`src/zqc_pkg.sv`:
```
// Constants shared by the impedance calibration and CA training block.
// What this block does
// - A register write with a calibration operand starts that calibration when decoded outside CA training while no calibration is running.
// - Reset calibration restores default impedance; no quiet period follows it.
// - Calibration pin circuitry switches off when a calibration finishes.
// - Unused feedback lines drive valid levels; strobes stay static.
// - Feedback follows captured samples; delays counted from falling clock edge.
// - Repeated writes allowed; feedback delay restarts after last chip select.
// - Exit high impedance delay counts from first exit write falling edge.
// - Entry and exit writes decode before CA training, same on both edges.
// - After remap, CA4 and CA9 samples appear on DQ 0, 1, 8, 9.
// - Entry 0x29/0xa4, exit 0x2a/0xa8, remap 0x30/0xc0 on both edges.
// - First mapping: eight CA lines to DQ pairs, rising even, falling odd.
// - Second mapping: CA4 on DQ0/DQ1, CA9 on DQ8/DQ9.
// - Termination stays off for the whole training mode.
package zqc_pkg;
  localparam logic [7:0] ZQC_MR_CAL = 8'h0a;
  localparam logic [7:0] ZQC_OP_INIT = 8'hff;
  localparam logic [7:0] ZQC_OP_LONG = 8'hab;
  localparam logic [7:0] ZQC_OP_SHORT = 8'h56;
  localparam logic [7:0] ZQC_OP_RESET = 8'hc3;
  localparam logic [7:0] ZQC_MR_ENTRY = 8'h29;
  localparam logic [7:0] ZQC_OP_ENTRY = 8'ha4;
  localparam logic [7:0] ZQC_MR_EXIT = 8'h2a;
  localparam logic [7:0] ZQC_OP_EXIT = 8'ha8;
  localparam logic [7:0] ZQC_MR_REMAP = 8'h30;
  localparam logic [7:0] ZQC_OP_REMAP = 8'hc0;
  localparam logic [3:0] ZQC_MRW_CODE = 4'h0;
  localparam int ZQC_CLK_MHZ = 20;
  localparam int ZQC_INIT_CAL_US = 1;
  localparam int ZQC_LONG_CAL_NS = 360;
  localparam int ZQC_SHORT_CAL_NS = 90;
  localparam int ZQC_RESET_CAL_NS = 50;
  localparam int ZQC_FB_DELAY_NS = 20;
  localparam int ZQC_HIZ_DELAY_NS = 20;
  localparam int ZQC_INIT_CYC = (ZQC_INIT_CAL_US * ZQC_CLK_MHZ);
  localparam int ZQC_LONG_CYC = (ZQC_LONG_CAL_NS * ZQC_CLK_MHZ + 999) / 1000;
  localparam int ZQC_SHORT_CYC = (ZQC_SHORT_CAL_NS * ZQC_CLK_MHZ + 999) / 1000;
  localparam int ZQC_RESET_CYC = (ZQC_RESET_CAL_NS * ZQC_CLK_MHZ + 999) / 1000;
  localparam int ZQC_FB_CYC_RAW = (ZQC_FB_DELAY_NS * ZQC_CLK_MHZ + 999) / 1000;
  localparam int ZQC_FB_CYC = (ZQC_FB_CYC_RAW < 1) ? 1 : ZQC_FB_CYC_RAW;
  localparam int ZQC_HIZ_CYC_RAW = (ZQC_HIZ_DELAY_NS * ZQC_CLK_MHZ) / 1000;
  localparam int ZQC_HIZ_CYC = (ZQC_HIZ_CYC_RAW < 1) ? 1 : ZQC_HIZ_CYC_RAW;
  localparam int ZQC_CNT_W = 12;
  typedef enum logic [1:0] {ZQC_CAL_NONE, ZQC_CAL_INIT, ZQC_CAL_LONG, ZQC_CAL_SHORT} zqc_cal_t;
endpackage

```
`src/zqc_sync.sv`:
```
// Two flip-flop synchroniser for pin inputs.
`timescale 1ns/1ps
`default_nettype none
module zqc_sync #(
  parameter int W = 1
) (
  input wire logic clk_sys, // System clock.
  input wire logic rst, // Asynchronous reset, active high.
  input wire logic [W-1:0] din, // Asynchronous input.
  output logic [W-1:0] dout // Synchronised output.
);
  logic [W-1:0] meta_r;

  // The first stage feeds only the second stage.
  always_ff @(posedge clk_sys or posedge rst)
  begin
    if (rst)
    begin
      meta_r <= '0;
      dout <= '0;
    end
    else
    begin
      meta_r <= din;
      dout <= meta_r;
    end
  end
endmodule
`default_nettype wire

```
`src/zqc_top.sv`:
```
// Device side impedance calibration and CA training command decoder.
`timescale 1ns/1ps
`default_nettype none
module zqc_top
  import zqc_pkg::*;
#(
  parameter int CA_W = 10,
  parameter int DQ_W = 16
) (
  input wire logic clk_sys, // System clock, 20 MHz.
  input wire logic rst, // Asynchronous reset, active high.
  input wire logic ck_t, // Memory clock pin, sampled.
  input wire logic cke, // Clock enable pin.
  input wire logic cs_n, // Chip select pin, active low.
  input wire logic [CA_W-1:0] ca, // Command/address bus pins.
  input wire logic odt_pin, // Termination control pin.
  output logic [DQ_W-1:0] dq_o, // Data outputs.
  output logic [DQ_W-1:0] dq_oe, // Data output enables.
  output logic dqs_oe, // Strobe output enable, held low.
  output logic odt_on, // Termination actually enabled.
  output logic zq_pin_en, // Calibration pin circuitry enable.
  output logic cal_busy, // Calibration period running.
  output logic imp_default, // Impedance is at default setting.
  output logic train_mode, // CA training mode active.
  output logic remap_mode // Second training mapping active.
);
  // ----------------------------------------------------------------
  // Pin sampling and clock edge detection
  // ----------------------------------------------------------------
  logic [CA_W+2:0] pins_s;
  logic ck_d_r, ck_rise, ck_fall;
  logic cke_s, cs_n_s, odt_s;
  logic [CA_W-1:0] ca_s, ca_rise_r, ca_fall_r;
  logic cmd_r, cs_seen_r;

  zqc_sync #(.W(CA_W+3)) u_sync (
    .clk_sys(clk_sys),
    .rst(rst),
    .din({ck_t, cke, cs_n, ca}),
    .dout(pins_s)
  );

  // Odt pin is asynchronous by nature; a level sync is enough.
  zqc_sync #(.W(1)) u_odt (
    .clk_sys(clk_sys),
    .rst(rst),
    .din(odt_pin),
    .dout(odt_s)
  );

  assign ca_s = pins_s[CA_W-1:0];
  assign cs_n_s = pins_s[CA_W];
  assign cke_s = pins_s[CA_W+1];
  assign ck_rise = pins_s[CA_W+2] && !ck_d_r;
  assign ck_fall = !pins_s[CA_W+2] && ck_d_r;

  // Capture CA on both memory clock edges; a command completes at the fall.
  always_ff @(posedge clk_sys or posedge rst)
  begin
    if (rst)
    begin
      ck_d_r <= 1'b0;
      ca_rise_r <= '0;
      ca_fall_r <= '0;
      cs_seen_r <= 1'b0;
      cmd_r <= 1'b0;
    end
    else
    begin
      ck_d_r <= pins_s[CA_W+2];
      cmd_r <= ck_fall && cs_seen_r;
      if (ck_rise)
      begin
        ca_rise_r <= ca_s;
        cs_seen_r <= !cs_n_s && cke_s;
      end
      if (ck_fall)
        ca_fall_r <= ca_s;
    end
  end

  // ----------------------------------------------------------------
  // Command decode
  // ----------------------------------------------------------------
  // Returns the register address and operand of a mode register write.
  // The two top address bits ride on the falling edge, the low six on the rising edge.
  // This order is what makes the entry and exit codes equal on both edges.
  function automatic logic [15:0] mrw_fields(input logic [9:0] r, input logic [9:0] f);
    mrw_fields = {f[1:0], r[9:4], f[9:2]};
  endfunction

  logic [15:0] mrw;
  logic is_mrw, hit_entry, hit_exit, hit_remap, hit_cal;
  assign mrw = mrw_fields(ca_rise_r, ca_fall_r);
  assign is_mrw = cmd_r && (ca_rise_r[3:0] == ZQC_MRW_CODE);
  // Entry and exit codes equal on both edges, so they decode untrained.
  assign hit_entry = is_mrw && (mrw == {ZQC_MR_ENTRY, ZQC_OP_ENTRY}) && (ca_rise_r == ca_fall_r);
  assign hit_exit = is_mrw && (mrw == {ZQC_MR_EXIT, ZQC_OP_EXIT}) && (ca_rise_r == ca_fall_r);
  assign hit_remap = is_mrw && (mrw == {ZQC_MR_REMAP, ZQC_OP_REMAP}) && train_mode;
  assign hit_cal = is_mrw && (mrw[15:8] == ZQC_MR_CAL) && !train_mode;

  // ----------------------------------------------------------------
  // Impedance calibration
  // ----------------------------------------------------------------
  logic [ZQC_CNT_W-1:0] cal_cnt_r;
  zqc_cal_t cal_kind_r;

  // Decoding the operand while idle starts the selected calibration; reset acts at once.
  always_ff @(posedge clk_sys or posedge rst)
  begin
    if (rst)
    begin
      cal_cnt_r <= '0;
      cal_kind_r <= ZQC_CAL_NONE;
      cal_busy <= 1'b0;
      zq_pin_en <= 1'b0;
      imp_default <= 1'b1;
    end
    else if (hit_cal && !cal_busy)
    begin
      case (mrw[7:0])
        ZQC_OP_INIT:
        begin
          cal_cnt_r <= ZQC_CNT_W'(ZQC_INIT_CYC);
          cal_kind_r <= ZQC_CAL_INIT;
          cal_busy <= 1'b1;
          zq_pin_en <= 1'b1;
        end
        ZQC_OP_LONG:
        begin
          cal_cnt_r <= ZQC_CNT_W'(ZQC_LONG_CYC);
          cal_kind_r <= ZQC_CAL_LONG;
          cal_busy <= 1'b1;
          zq_pin_en <= 1'b1;
        end
        ZQC_OP_SHORT:
        begin
          cal_cnt_r <= ZQC_CNT_W'(ZQC_SHORT_CYC);
          cal_kind_r <= ZQC_CAL_SHORT;
          cal_busy <= 1'b1;
          zq_pin_en <= 1'b1;
        end
        ZQC_OP_RESET:
          imp_default <= 1'b1;
        default:
          cal_kind_r <= cal_kind_r;
      endcase
    end
    else if (cal_busy)
    begin
      cal_cnt_r <= cal_cnt_r - 1'b1;
      if (cal_cnt_r == ZQC_CNT_W'(1))
      begin
        cal_busy <= 1'b0;
        zq_pin_en <= 1'b0;
        cal_kind_r <= ZQC_CAL_NONE;
        imp_default <= 1'b0;
      end
    end
  end

  // ----------------------------------------------------------------
  // CA training mode
  // ----------------------------------------------------------------
  always_ff @(posedge clk_sys or posedge rst)
  begin
    if (rst)
    begin
      train_mode <= 1'b0;
      remap_mode <= 1'b0;
    end
    else if (hit_exit)
    begin
      train_mode <= 1'b0;
      remap_mode <= 1'b0;
    end
    else if (hit_entry && !cal_busy)
      train_mode <= 1'b1; // Repeated entry writes simply hold the mode.
    else if (hit_remap)
      remap_mode <= 1'b1;
  end

  // Termination forced off while training or calibrating.
  always_ff @(posedge clk_sys or posedge rst)
  begin
    if (rst)
      odt_on <= 1'b0;
    else
      odt_on <= odt_s && !train_mode && !hit_entry && !cal_busy;
  end

  // ----------------------------------------------------------------
  // Training feedback
  // ----------------------------------------------------------------
  // Delays run on the system clock from the falling edge of the last
  // registered command; the analog delay is approximated in whole cycles.
  localparam int FB_DLY = ZQC_FB_CYC;
  logic [3:0] fb_cnt_r, hiz_cnt_r;
  logic [DQ_W-1:0] fb_map;
  logic train_cmd;
  assign train_cmd = cmd_r && train_mode && !hit_exit;

  // Builds the DQ pattern from rising and falling samples per mapping.
  function automatic logic [15:0] map_dq(input logic [9:0] r, input logic [9:0] f, input logic m2);
    logic [15:0] d;
    d = '0;
    if (m2)
    begin
      d[0] = r[4];
      d[1] = f[4];
      d[8] = r[9];
      d[9] = f[9];
    end
    else
    begin
      d[1:0] = {f[0], r[0]};
      d[3:2] = {f[1], r[1]};
      d[5:4] = {f[2], r[2]};
      d[7:6] = {f[3], r[3]};
      d[9:8] = {f[5], r[5]};
      d[11:10] = {f[6], r[6]};
      d[13:12] = {f[7], r[7]};
      d[15:14] = {f[8], r[8]};
    end
    map_dq = d;
  endfunction

  assign fb_map = map_dq(ca_rise_r, ca_fall_r, remap_mode);

  // Feedback delay restarts on every registered command in training mode except an exit write.
  always_ff @(posedge clk_sys or posedge rst)
  begin
    if (rst)
    begin
      fb_cnt_r <= '0;
      dq_o <= '0;
      dq_oe <= '0;
      dqs_oe <= 1'b0;
    end
    else
    begin
      dqs_oe <= 1'b0;
      if (hiz_cnt_r == 4'(1))
        dq_oe <= '0;
      if (train_cmd)
      begin
        fb_cnt_r <= 4'(ZQC_FB_CYC);
        dq_o <= fb_map; // Unused lines drive a valid low.
      end
      else if (fb_cnt_r != '0)
      begin
        fb_cnt_r <= fb_cnt_r - 1'b1;
        if (fb_cnt_r == 4'(1))
          dq_oe <= '1;
      end
    end
  end

  // High impedance delay counted from the first exit write.
  always_ff @(posedge clk_sys or posedge rst)
  begin
    if (rst)
      hiz_cnt_r <= '0;
    else if (hit_exit && train_mode)
      hiz_cnt_r <= 4'(ZQC_HIZ_CYC);
    else if (hiz_cnt_r != '0)
      hiz_cnt_r <= hiz_cnt_r - 1'b1;
  end
endmodule
`default_nettype wire
```
`config.mk`:
```
export PLATFORM = sky130hd
export DESIGN_NAME = zqc_top
export DESIGN_NICKNAME = d
export VERILOG_FILES = /design/src/zqc_pkg.sv /design/src/zqc_sync.sv /design/src/zqc_top.sv
export SDC_FILE = /design/constraint.sdc
export NUM_CORES = 1
export LEC_CHECK = 0
export BUFFER_PORTS_ARGS = -buffer_cell sky130_fd_sc_hd__buf_2
export CORE_ASPECT_RATIO = 0.9
export CORE_UTILIZATION = 40
export DETAILED_ROUTE_END_ITERATION = 8
export SYNTH_ARGS = -nofsm -noshare
export SYNTH_HDL_FRONTEND = slang
export SYNTH_SLANG_ARGS = --single-unit
```
`constraint.sdc`:
```
create_clock -name clk_sys -period 3.8 [get_ports clk_sys]
set_input_delay 0.76 -clock clk_sys [delete_from_list [all_inputs] [get_ports clk_sys]]
set_output_delay 0.76 -clock clk_sys [all_outputs]
set_load 0.01 [all_outputs]
```
### Word-level counts from Yosys, hierarchy flattened

Index checks and enable logic that the tools add are counted.

* input port bits: 16
* output and inout bits: 39
* flip-flop bits (word level): 109

* reduce and logical (&&, ||, !) cells: 42
* mux-type cells: 29
* equality and inequality tests: 16
* $add $sub $neg: 3

Operators by type and width (count)
* 2-to-1 mux 16 bit: 4
* equality test 16 x 14 -> 1 bit (second input constant): 3
* one-hot mux 12 bit (3 select lines): 1
* equality test 8 bit (second input constant): 3
* 2-to-1 mux 12 bit: 2
* logical AND 1 bit: 21
* 2-to-1 mux 4 bit: 4
* 2-to-1 mux 1 bit: 14
* equality test 12 x 1 -> 1 bit (second input constant): 1
* 2-to-1 mux 6 bit: 2
* nonzero test 2 bit: 6
* subtractor 12 x 1 -> 12 bit (second input constant): 1
* equality test 10 bit: 1
* equality test 4 x 1 -> 1 bit (second input constant): 2
* equality test 8 x 4 -> 1 bit (second input constant): 1
* equality test 8 x 7 -> 1 bit (second input constant): 1
* nonzero test 4 bit: 2
* subtractor 4 x 1 -> 4 bit (second input constant): 2
* zero test 1 bit: 7
* AND reduction 3 bit: 2
* zero test 4 bit: 1
* 2-to-1 mux 2 bit: 2
* != test 2 bit (second input constant): 2
* != test 4 x 1 -> 1 bit (second input constant): 1
* other kinds (3): 4

### Longest topological paths before layout

Gate-level depths: netlist of run 1.

* depth after elaboration: 7
* gate-level depth with buffers: 7
* depth with buffers taken out: 7

### By module

A second synthesis of run 1 with hierarchy kept.

* cells, all modules: 350
* area total of the unflattened synthesis: 4415.5 um^2

By module, submodules not included
* zqc_top: sequential area each 2028.2 um^2, times used 1, cells each 320, area each 3707.3 um^2
* zqc_sync (u_sync): sequential area each 650.6 um^2, times used 1, cells each 27, area each 654.4 um^2
* zqc_sync (u_odt): sequential area each 50.0 um^2, times used 1, cells each 3, area each 53.8 um^2

### Worst setup path after synthesis of run 1

No wires, ideal clock.

* kind: register to register
* start point: reg cal_cnt_r[3]
* end point: reg cal_cnt_r[11]
* stages on the path, launching flop included: 6
* clock period less this slack: 2.198 ns
* setup slack: 1.602 ns
* setup time: 0.078 ns
* path buffers: 0
* arrival time: 2.120 ns
* cells stage by stage: dfrtp_1 > or4_4 > or4_4 > or3_1 > or3_1 > a21oi_1

* longest elaborated chain between the ends: 3

RTL lines
* start, declared: RTL line zqc_top.sv:105 `logic [ZQC_CNT_W-1:0] cal_cnt_r;`
* start signal, assigned: RTL line zqc_top.sv:124 `cal_cnt_r <= ZQC_CNT_W'(ZQC_INIT_CYC);`
* start signal, assigned: RTL line zqc_top.sv:131 `cal_cnt_r <= ZQC_CNT_W'(ZQC_LONG_CYC);`
* start signal, assigned: RTL line zqc_top.sv:138 `cal_cnt_r <= ZQC_CNT_W'(ZQC_SHORT_CYC);`
* subtractor 12 x 1 -> 12 bit: RTL line zqc_top.sv:151 `cal_cnt_r <= cal_cnt_r - 1'b1;`
* 2-to-1 mux 12 bit: RTL line zqc_top.sv:149 `else if (cal_busy)`
* 2-to-1 mux 12 bit: RTL line zqc_top.sv:119 `else if (hit_cal && !cal_busy)`

No other way between the ends. The select of a mux whose other input is x is not followed.
A chain may end at the register's enable or synchronous reset.

### Worst setup path in the final report of run 1

* start point: reg ca_fall_r[8]
* end point: reg dq_oe[5]

* longest elaborated chain between the ends: 6

RTL lines
* start, declared: RTL line zqc_top.sv:33 `logic [CA_W-1:0] ca_s, ca_rise_r, ca_fall_r;`
* start signal, assigned: RTL line zqc_top.sv:78 `ca_fall_r <= ca_s;`
* equality test 16 x 14 -> 1 bit: RTL line zqc_top.sv:98 `assign hit_exit = is_mrw && (mrw == {ZQC_MR_EXIT, ZQC_OP_EXIT}) && (ca_rise_r == ca_fall_r);`
* logical AND 1 bit: RTL line zqc_top.sv:98
* logical AND 1 bit *: RTL line zqc_top.sv:98
* zero test 1 bit *: RTL line zqc_top.sv:201 `assign train_cmd = cmd_r && train_mode && !hit_exit;`
* logical AND 1 bit *: RTL line zqc_top.sv:201
* 2-to-1 mux 16 bit *: RTL line zqc_top.sv:245 `if (train_cmd)`
* end signal, assigned: RTL line zqc_top.sv:237 `dq_oe <= '0;`
* end signal, assigned: RTL line zqc_top.sv:244 `dq_oe <= '0;`
* end signal, assigned: RTL line zqc_top.sv:254 `dq_oe <= '1;`
* end, declared: RTL line zqc_top.sv:18 `output logic [DQ_W-1:0] dq_oe,`

Mark *: on every way between the ends. The rest lies on a longest branch, timed or not.

==> metrics, run 1 <==
Final period util 0.646; worst reg-to-reg path cell count 6; crit path max fanout 34; die height 101 um; pwr/cell area 521 nW/um2; largest net degree at the start of global routing 71; dpl ws 1.34 ns; CP required 4.06 ns; commonest non-fill, non-tap cell in the layout dfrtp_1; Net Sw Frac 0.249; vias per std cell 4.98; # IOs 55; Final Worst Setup Slack 1.34 ns; Root Driver clkbuf_16; Int Pwr 2.01 mW; initial antenna violation count 0; crit path launch type register; antenna diode count 0; Synth Cell Area 4380 um2; clk_lat worst skew 0.34 ns; Total GRT Usage 0.156; most frequent cells in the layout dfrtp_1 (108), nand2_1 (66), buf_2 (53); max-cap violations 0; Max VDD drop 280 uV; clock-pin slew on the worst setup and hold paths 0.07 ns; CP delay by family, top simple AND/OR/NAND/NOR gates; share of cells above drive strength 1 0.244; wire length per cell 14.2 um; synth unique cells 44; DIE AREA 11400 um2; Die Span X 112 um; Final Critical Period 2.46 ns; Setup TNS Final 0 ns; Clock power frac 0.378; leakage 2.42 nW; Placed Instance Area 4810 um2; clock buffer depth 2; drt pass-1 iters 6; Crit path largest cell delay 0.58 ns; register area share after synthesis 0.623; crit path cell chain and4bb_2, nand4b_1, o311ai_4, buf_4, nand4b_1, nand2_1; Setup Buffers After CTS 0; Worst Hold Path EP u_sync.dout[4]; WP data arrival 2.72 ns; Rows 35; R2R Path Start ca_fall_r[8]; post-cts sizing count 0; DP HPWL 5.60 mm; FF-to-FF End dq_oe[5]; vias in the first global route 2684; CTS tree yes; Crit Path Class reg2reg; Ys Warns 0; Routed WL 8.14 mm; cell area after layout 5140 um2; # DRC 2; logic gate share of total power 0.114; Net Switching 0.668 mW; final hold vios 0; CP dominant cell by count nand4b_1; RSZ-0062 raised after global routing no; synth-to-layout area growth 17.4%; Synth Net Count 408; first-pass GRT wire length 13.6 mm; Slew Viols, Final 0; hold depth 0; Buf/Inv on CP 1; clk sink count 109; synthesized area per cell 11.4 um2; Worst Skew 0.00695 ns; # setup viols final 0; vias 2850; core area 10500 um2; hold buffers post-CTS 0; Async SR Flop Fraction 1.00; Flop pwr share 0.508; DRT iter0 DRCs 164; hold crit path type reg2reg; min-delay src u_sync.meta_r[4]; synthesis-stage register bit count 109; measured slew at the worst slew-check pin 1.22 ns; nets 462; violated checks DRC; Starting Density 0.419; Slew HR 0.182; number of synthesized flops with an enable pin 0; fmax 407 MHz; Num CTS Buffers 9; H-tree levels 3; Crit-path slowest cell nand4b_1; post-synthesis cell count 384; Detail Route Antenna Nets 0; setup slack, reg-to-reg 1.34 ns; Critical Path End Type register; Buffers on Ports 53; status finished with violations; Primary FF master, synth dfrtp_1; Final GP Congestion 0.913; Tot Pwr 2.68 mW; Remaining Overflow, GRT 0
==> stage by stage <==
step	utilization	instances	hold WS [ns]
2_1_floorplan	-	384	0.331
3_3_place_gp	0.460	556	0.333
3_5_place_dp	0.460	556	0.335
4_1_cts	0.491	572	0.348
5_1_grt	0.491	572	0.356
6_report	0.491	572	0.348
==> cells by family (layout without fill, tap and decap cells) <==
family / after synthesis / after routing / synth area share
simple gates: 159 / 159 / 0.183
flops: 109 / 109 / 0.623
compound gates: 48 / 48 / 0.0648
mux: 32 / 32 / 0.0796
buf+inv: 25 / 84 / 0.0223
fa+ha+maj: 8 / 8 / 0.0228
xor+xnor: 2 / 2 / 0.00400
other cells: 1 / 1 / 0.000856
==> how the worst max path moves through the flow <==
stage                     slack [ns]          from            to  depth (start not counted)
after detailed placement        1.34  ca_fall_r[6]      dq_oe[5]                          6
after floorplan                 0.17           rst  ca_fall_r[0]                          1
after global placement          1.40  ca_fall_r[7]  cal_cnt_r[1]                          4
final                           1.34  ca_fall_r[8]      dq_oe[5]                          6
after CTS                       1.34  ca_fall_r[6]      dq_oe[5]                          6
after global routing            1.13  ca_rise_r[0]      dq_oe[3]                          6
==> cell type report <==
cell class	instances	area, um2
inverters	13	51.3
multi-input cells	250	1580
repair buffers	55	293
clock buffers	10	239
clock inverters	6	91.3
fillers	947	5320
flip-flops and latches	109	2730
well taps	129	161
==> power groups by stage <==
stage / Clock [mW] / Sequential, mW / Combinational, mW
after global routing: 1.08 / 1.38 / 0.350
final: 1.01 / 1.36 / 0.305
after global placement: 0 / 1.38 / 0.302
after CTS: 1.05 / 1.36 / 0.312
after detailed placement: 0 / 1.38 / 0.311
after floorplan: 0 / 1.38 / 0.200
==> registers in the layout, indices dropped and copies added (netlist names), 4 cells and up <==
| signal | count |
|---|---|
| u_sync.meta_r | 13 |
| dq_o | 16 |
| fb_cnt_r | 4 |
| hiz_cnt_r | 4 |
| cal_cnt_r | 12 |
| ca_fall_r | 10 |
| ca_rise_r | 10 |
| u_sync.dout | 13 |
| dq_oe | 16 |
==> cells in the mapped netlist (all sizes together), types with 2 or more instances <==
cell / count / area (um2)
or2: 2 / 12.5
clkbuf: 10 / 37.5
or3: 7 / 46.3
nor3: 4 / 20.0
nor4: 6 / 37.5
nand3: 4 / 20.0
mux2: 23 / 259
nand4b: 3 / 26.3
o31ai: 4 / 30.0
nor2b: 4 / 25.0
nand2b: 17 / 106
nand4: 2 / 12.5
nor3b: 2 / 15.0
mux2i: 9 / 90.1
dfrtp: 108 / 2700
ha: 8 / 100
nor2: 26 / 97.6
o21ai: 21 / 105
and2: 5 / 31.3
nand2: 66 / 248
and4bb: 2 / 25.0
a21oi: 13 / 68.8
xnor2: 2 / 17.5
buf: 2 / 11.3
inv: 13 / 48.8
or4: 7 / 60.1
==> per-layer routing <==
layer  share of wire  track usage  vias up  wire length [um]
met5               0            0        -                 0
met4           0.019       0.0749        0               157
met3           0.035       0.0389       15               286
met2            0.46        0.239       53              3710
met1            0.49        0.209     1364              3990
li1                -            -     1418                 -
No activity file was read; power rests on OpenSTA's default activity.
==> run 2: changes to the inputs <==
ABC_AREA = 1   (was unset)
clock period = 2.5 ns   (was 3.8 ns; I/O delays follow)
==> run 2 against run 1 <==
Effect of this change: die area is 8.3% higher; worst hold slack lost 0.15 ns; worst setup slack lost 0.76 ns; first-iteration DRC count grew 0.61%; the flow now finishes without violations; non-clock buffer count increased by 7; sequential power increased by 57%; largest cell class unchanged; via count rose by 27%; clock skew rose by 0.0016 ns; global-route usage grew 2.6 points.
==> metrics, run 2 <==
Worst Skew 0.00860 ns (+0.00164 ns); hold crit path type in2async; measured slew at the worst slew-check pin 0.646 ns (-0.574 ns); largest net degree at the start of global routing 53 (-25%); Num CTS Buffers 9 (unchanged); Max VDD drop 452 uV (+61%); final hold vios 0 (unchanged); Remaining Overflow, GRT 0 (unchanged); crit path cell chain nor2_1, inv_1, nor2_1, nand4_4, nand2_2, buf_4, nand2_1, nand2_1; DP HPWL 7.08 mm (+26%); die height 105 um (+4.1%); Clock power frac 0.341 (-0.037); commonest cells in the netlist nand2_1 (171), dfrtp_1 (108), nor2_1 (76); Setup Buffers After CTS 0 (unchanged); status complete, no violations; crit path max fanout 18 (-47%); Final Critical Period 1.91 ns (-0.541 ns); Primary FF master, synth dfrtp_1; # setup viols final 0 (unchanged); Buf/Inv on CP 2 (+1); core area 11500 um2 (+9.7%); # DRC 0 (-2); dominant cell type by area after synthesis dfrtp_1; # IOs 55 (unchanged); synthesis-stage register bit count 109 (unchanged); Tot Pwr 4.31 mW (+61%); Synth Net Count 584 (+43%); synthesized area per cell 8.49 um2 (-26%); Rows 37 (+5.7%); synth unique cells 30 (-32%); Root Driver clkbuf_16; WHS 0.196 ns (-0.152 ns); Detail Route Antenna Nets 0 (unchanged); post-synth top area share 0.569 (-0.0480); first-pass GRT wire length 17.0 mm (+25%); biggest regs dq_o: 16 flops, dq_oe: 16 flops; Crit path largest cell delay 0.39 ns (-0.19 ns); Crit Path Class reg2reg; clk_lat worst skew 0.35 ns (about the same); register area share after synthesis 0.574 (-0.0485); DIE AREA 12300 um2 (+8.3%); initial antenna violation count 0 (unchanged); nets 642 (+39%); Flop pwr share 0.496 (-0.012); DRT iter0 DRCs 165 (+0.61%); post-cts sizing count 0 (unchanged); Register Area 2730 um2 (unchanged); vias 3625 (+27%); synth-to-layout area growth 16.1%; commonest non-fill, non-tap cell in the layout nand2_1; WP data arrival 2.20 ns (-0.52 ns); post-synthesis cell count 560 (+46%); number of synthesized flops with an enable pin 0 (unchanged); synth top area cells dfrtp_1 (57%), nand2_1 (14%), nor2_1 (6.0%), inv_1 (4.3%), nand3_1 (4.2%); Total GRT Usage 0.181 (+0.0255); logic gate share of total power 0.163 (+0.049); Ys Warns 0 (unchanged); Setup TNS Final 0 ns (unchanged); Starting Density 0.414 (-0.00475); CP required 2.79 ns (-1.27 ns); Int Pwr 3.06 mW (+52%); Placed Instance Area 5210 um2 (+8.2%); Slew Viols, Final 0 (unchanged); CTS tree yes; Final period util 0.766 (+0.120); pwr/cell area 780 nW/um2 (+50%); Net Sw Frac 0.289 (+0.0399); clock buffer depth 2 (unchanged); clock-pin slew on the worst setup and hold paths 0.07 ns (about the same); Die Span X 117 um (+4.1%); Buffers on Ports 53 (unchanged); vias in the first global route 3505 (+31%); Crit-path slowest cell dfrtp_1; Final GP Congestion 0.883 (-3.3%); Net Switching 1.25 mW (+87%); clk sink count 109 (unchanged); antenna diode count 0 (unchanged); fmax 522 MHz (+28%); area of the multi-input gates 1700 um2 (+7.9%); Routed WL 9.70 mm (+19%); share of cells above drive strength 1 0.164 (-0.0801); Synth Cell Area 4750 um2 (+8.4%); vias per std cell 4.65 (-6.6%); CP delay by family, top simple AND/OR/NAND/NOR gates; Slew HR 0.568 (+0.386); hold buffers post-CTS 0 (unchanged); max-cap violations 0 (unchanged); fillcell total 1159 (+22%); top-count cell post-synth nand2_1; leakage 2.94 nW (+22%); RSZ-0062 raised after global routing no; cell area after layout 5520 um2 (+7.3%); H-tree levels 3 (unchanged); drt pass-1 iters 4 (-2); Critical Path End Type register; crit path launch type register; wire length per cell 12.5 um (-12%); most frequent cells in the layout nand2_1 (171), dfrtp_1 (108), nor2_1 (76); Async SR Flop Fraction 1.00 (unchanged)
## run 2: worst paths after layout
path / startpoint / end / slack, ns / depth (start not counted)
max: ca_fall_r[0] / dq_o[13] / 0.59 / 8
min: rst / u_sync.meta_r[3] / 0.20 / 2
min in group clk_sys: ca[0] / u_sync.meta_r[0] / 0.25 / 1
max reg2reg: ca_fall_r[0] / dq_o[13] / 0.59 / 8
min reg2reg: u_sync.meta_r[3] / u_sync.dout[3] / 0.35 / 0
max in group asynchronous: rst / dq_o[13] / 1.58 / 3
## run 2: routing by layer
metal  up-vias  part of all wire  global-route usage
met3        14             0.051              0.0385
met2        86              0.42               0.246
met1      1678              0.52               0.278
met4         0             0.018              0.0714
li1       1847                 -                   -
met5         -                 0                   0
## run 2: power groups by stage
stage               Sequential, mW  Combinational [mW]  Clock (mW)
floorplan                     2.21               0.408           0
CTS                           2.14               0.714        1.50
detailed placement            2.16               0.715           0
finish                        2.13               0.703        1.47
global placement              2.16               0.698           0
global route                  2.17               0.811        1.58
## run 2: area by class of cell
class / instances / share of cell area
Multi-Input combinational cell: 374 / 0.309
Clock buffer: 10 / 0.0415
Tap cell: 156 / 0.0354
Inverter: 62 / 0.0428
Sequential cell: 109 / 0.494
Timing Repair Buffer: 62 / 0.0626
Clock inverter: 6 / 0.0147
## run 2: cell families after synthesis
| logic type | Yosys count | synth area share |
|---|---|---|
| adder cells (fa/ha/maj) | 8 | 0.0211 |
| XOR/XNOR | 5 | 0.00921 |
| other | 1 | 0.000789 |
| AO/OA/AOI/OAI | 39 | 0.0419 |
| buffers and inverters | 77 | 0.0674 |
| AND/OR/NAND/NOR | 321 | 0.286 |
| flip-flops | 109 | 0.574 |
## run 2: per-stage QoR
stage	setup WS (ns)	utilization	instances
floorplan	0.685	-	560
global placement	0.560	0.454	763
detailed placement	0.585	0.454	763
CTS	0.563	0.481	779
global route	0.396	0.481	779
finish	0.585	0.481	779
==> run 3: changes to the inputs <==
ABC_AREA = 0   (was 1)
clock period = 1.74 ns   (was 2.5 ns; I/O delays follow)
==> run 3 against run 2 <==
Effect of this change: the run now ends with DRC, setup timing left; via count shrank 10%; non-clock buffer count up 76; sequential cell count stayed put; die area fell by 7.7%; sequential share of layout area shrank 6.0 points; register-to-register slack got worse by 1.0 ns; first-iteration DRC count shrank 32%; global-route usage grew 0.46 points; worst hold slack got worse by 0.15 ns; sequential power increased by 37%.
==> metrics, run 3 (synthesis gave the netlist of run 1 again) <==
DRT iter0 DRCs 113 (-32%); CTS tree yes; Critical Path End Type register; clock-pin slew on the worst setup and hold paths 0.08 ns (about the same); biggest regs dq_o: 16 flops, dq_oe: 16 flops; pwr/cell area 971 nW/um2 (+24%); vias in the first global route 3198 (-8.8%); measured slew at the worst slew-check pin 0.584 ns (-0.0617 ns); H-tree levels 3 (unchanged); dpl ws -0.486 ns (-1.07 ns); Slew HR 0.611 (+0.0427); Remaining Overflow, GRT 0 (unchanged); violated checks DRC, setup timing; DIE AREA 11400 um2 (-7.7%); Int Pwr 4.44 mW (+45%); # IOs 55 (unchanged); DP HPWL 6.50 mm (-8.2%); Buffers on Ports 53 (unchanged); final hold vios 0 (unchanged); leakage 2.96 nW (+0.63%); status finished with violations; # setup viols final 57 (+57); commonest non-fill, non-tap cell in the layout dfrtp_1; Total GRT Usage 0.186 (+0.00461); Num CTS Buffers 9 (unchanged); Net Sw Frac 0.271 (-0.0183); core area 10500 um2 (-8.8%); Final GP Congestion 0.782 (-11%); Starting Density 0.419 (+0.00475); clock buffer depth 2 (unchanged); vias per std cell 4.96 (+6.5%); Max VDD drop 616 uV (+36%); area of the multi-input gates 1930 um2 (+13%); WHS 0.0458 ns (-0.151 ns); hold crit path type in2async; CP required 2.01 ns (-0.78 ns); Final period util 1.26 (+0.495); final std cells w/o fill 655 (-16%); Clock power frac 0.347 (+0.006); first-pass GRT wire length 16.3 mm (-4.0%); Root Driver clkbuf_16; Net Switching 1.65 mW (+33%); Rows 35 (-5.4%); # DRC 3 (+3); Final Critical Period 2.19 ns (+0.279 ns); max-cap violations 0 (unchanged); Tot Pwr 6.09 mW (+42%); WP data arrival 2.47 ns (+0.27 ns); crit path launch type register; RSZ-0062 raised after global routing yes; fmax 456 MHz (-13%); fillcell total 827 (-29%); Routed WL 9.85 mm (+1.6%); Final Worst Setup Slack -0.454 ns (-1.04 ns); clk_lat worst skew 0.35 ns (about the same); largest net degree at the start of global routing 49 (-7.5%); clk sink count 109 (unchanged); Register Area 2730 um2 (unchanged); Flop pwr share 0.479 (-0.017); die height 101 um (-3.9%); Crit Path Class reg2reg; initial antenna violation count 0 (unchanged); Core Util, Final 0.600 (+0.119); nets 545 (-15%); Detail Route Antenna Nets 0 (unchanged); logic gate share of total power 0.174 (+0.011); antenna diode count 0 (unchanged); wire length per cell 15.0 um (+21%); drt pass-1 iters 8 (+4); worst reg-to-reg path cell count 5 (-3); Worst Skew 0.0147 ns (+0.00610 ns); synth-to-layout area growth 43.3%; crit path max fanout 2 (-16); most frequent cells in the layout dfrtp_1 (108), buf_4 (57), buf_2 (53); vias 3247 (-10%); Slew Viols, Final 0 (unchanged); placed cells 612 (-20%); hold buffers post-CTS 0 (unchanged); Die Span X 112 um (-3.9%); share of cells above drive strength 1 0.496 (+0.332)
-- run 3: cell types whose count changed in the layout (fill, tap and decap cells not counted), moves of 12 or more --
cell and change:
nand2_1 -137, mux2_2 +23, buf_6 +21, nand3_1 -38
nand2b_1 +17, buf_4 +49, o21ai_0 -20, nor2_1 -53
inv_1 -42, o21ai_2 +12
-- run 3: worst max-delay path: stages, from the launching register on --
cell,delay [ns]
dfrtp_1,0.38
or4_4,0.54
or4_4,0.43
or3_4,0.33
or3_1,0.31
a21oi_1,0.12
-- run 3: final timing paths --
path                               endpoint         start  slack (ns)
min in group clk_sys       u_sync.meta_r[4]         ca[4]        0.10
max reg2reg                   cal_cnt_r[11]  cal_cnt_r[3]       -0.45
max                           cal_cnt_r[11]  cal_cnt_r[3]       -0.45
max in group asynchronous    u_sync.dout[8]           rst        1.07
min reg2reg                      u_odt.dout  u_odt.meta_r        0.34
min                                dq_oe[2]           rst        0.05
-- run 3: through the flow --
step	setup TNS [ns]	area, um2
finish	-11.60	6280
global route	-16.70	6280
CTS	-11.71	6100
detailed placement	-8.17	5280
global placement	-6.96	5280
floorplan	-3.88	4430
-- run 3: metal layers --
layer | track usage | up-vias | routed length (um)
li1 | - | 1580 | -
met1 | 0.255 | 1597 | 4590
met2 | 0.299 | 60 | 4820
met3 | 0.0377 | 10 | 314
met4 | 0.0626 | 0 | 128
met5 | 0 | - | 0
-- run 3: what timing repair did --
action / CTS / global route
gates cloned: 6 / 0
pin swaps: 44 / 17
resized for setup: 95 / 39
endpoints found under the setup margin: 55 / 57
buffers inserted: 20 / 5
-- run 3: layout make-up --
class / instances / share of cell area
clock inverters: 7 / 0.0143
multi-input cells: 250 / 0.307
well taps: 129 / 0.0257
inverters: 13 / 0.00837
repair buffers: 138 / 0.174
clock buffers: 9 / 0.0359
flip-flops and latches: 109 / 0.435
-- run 3: power groups by stage --
stage / Combinational [mW] / Sequential, mW / Clock, mW
final: 1.06 / 2.92 / 2.12
after global routing: 1.18 / 2.95 / 2.28
after CTS: 1.04 / 2.92 / 2.18
after detailed placement: 0.896 / 2.97 / 0
after global placement: 0.875 / 2.95 / 0
after floorplan: 0.446 / 3.01 / 0
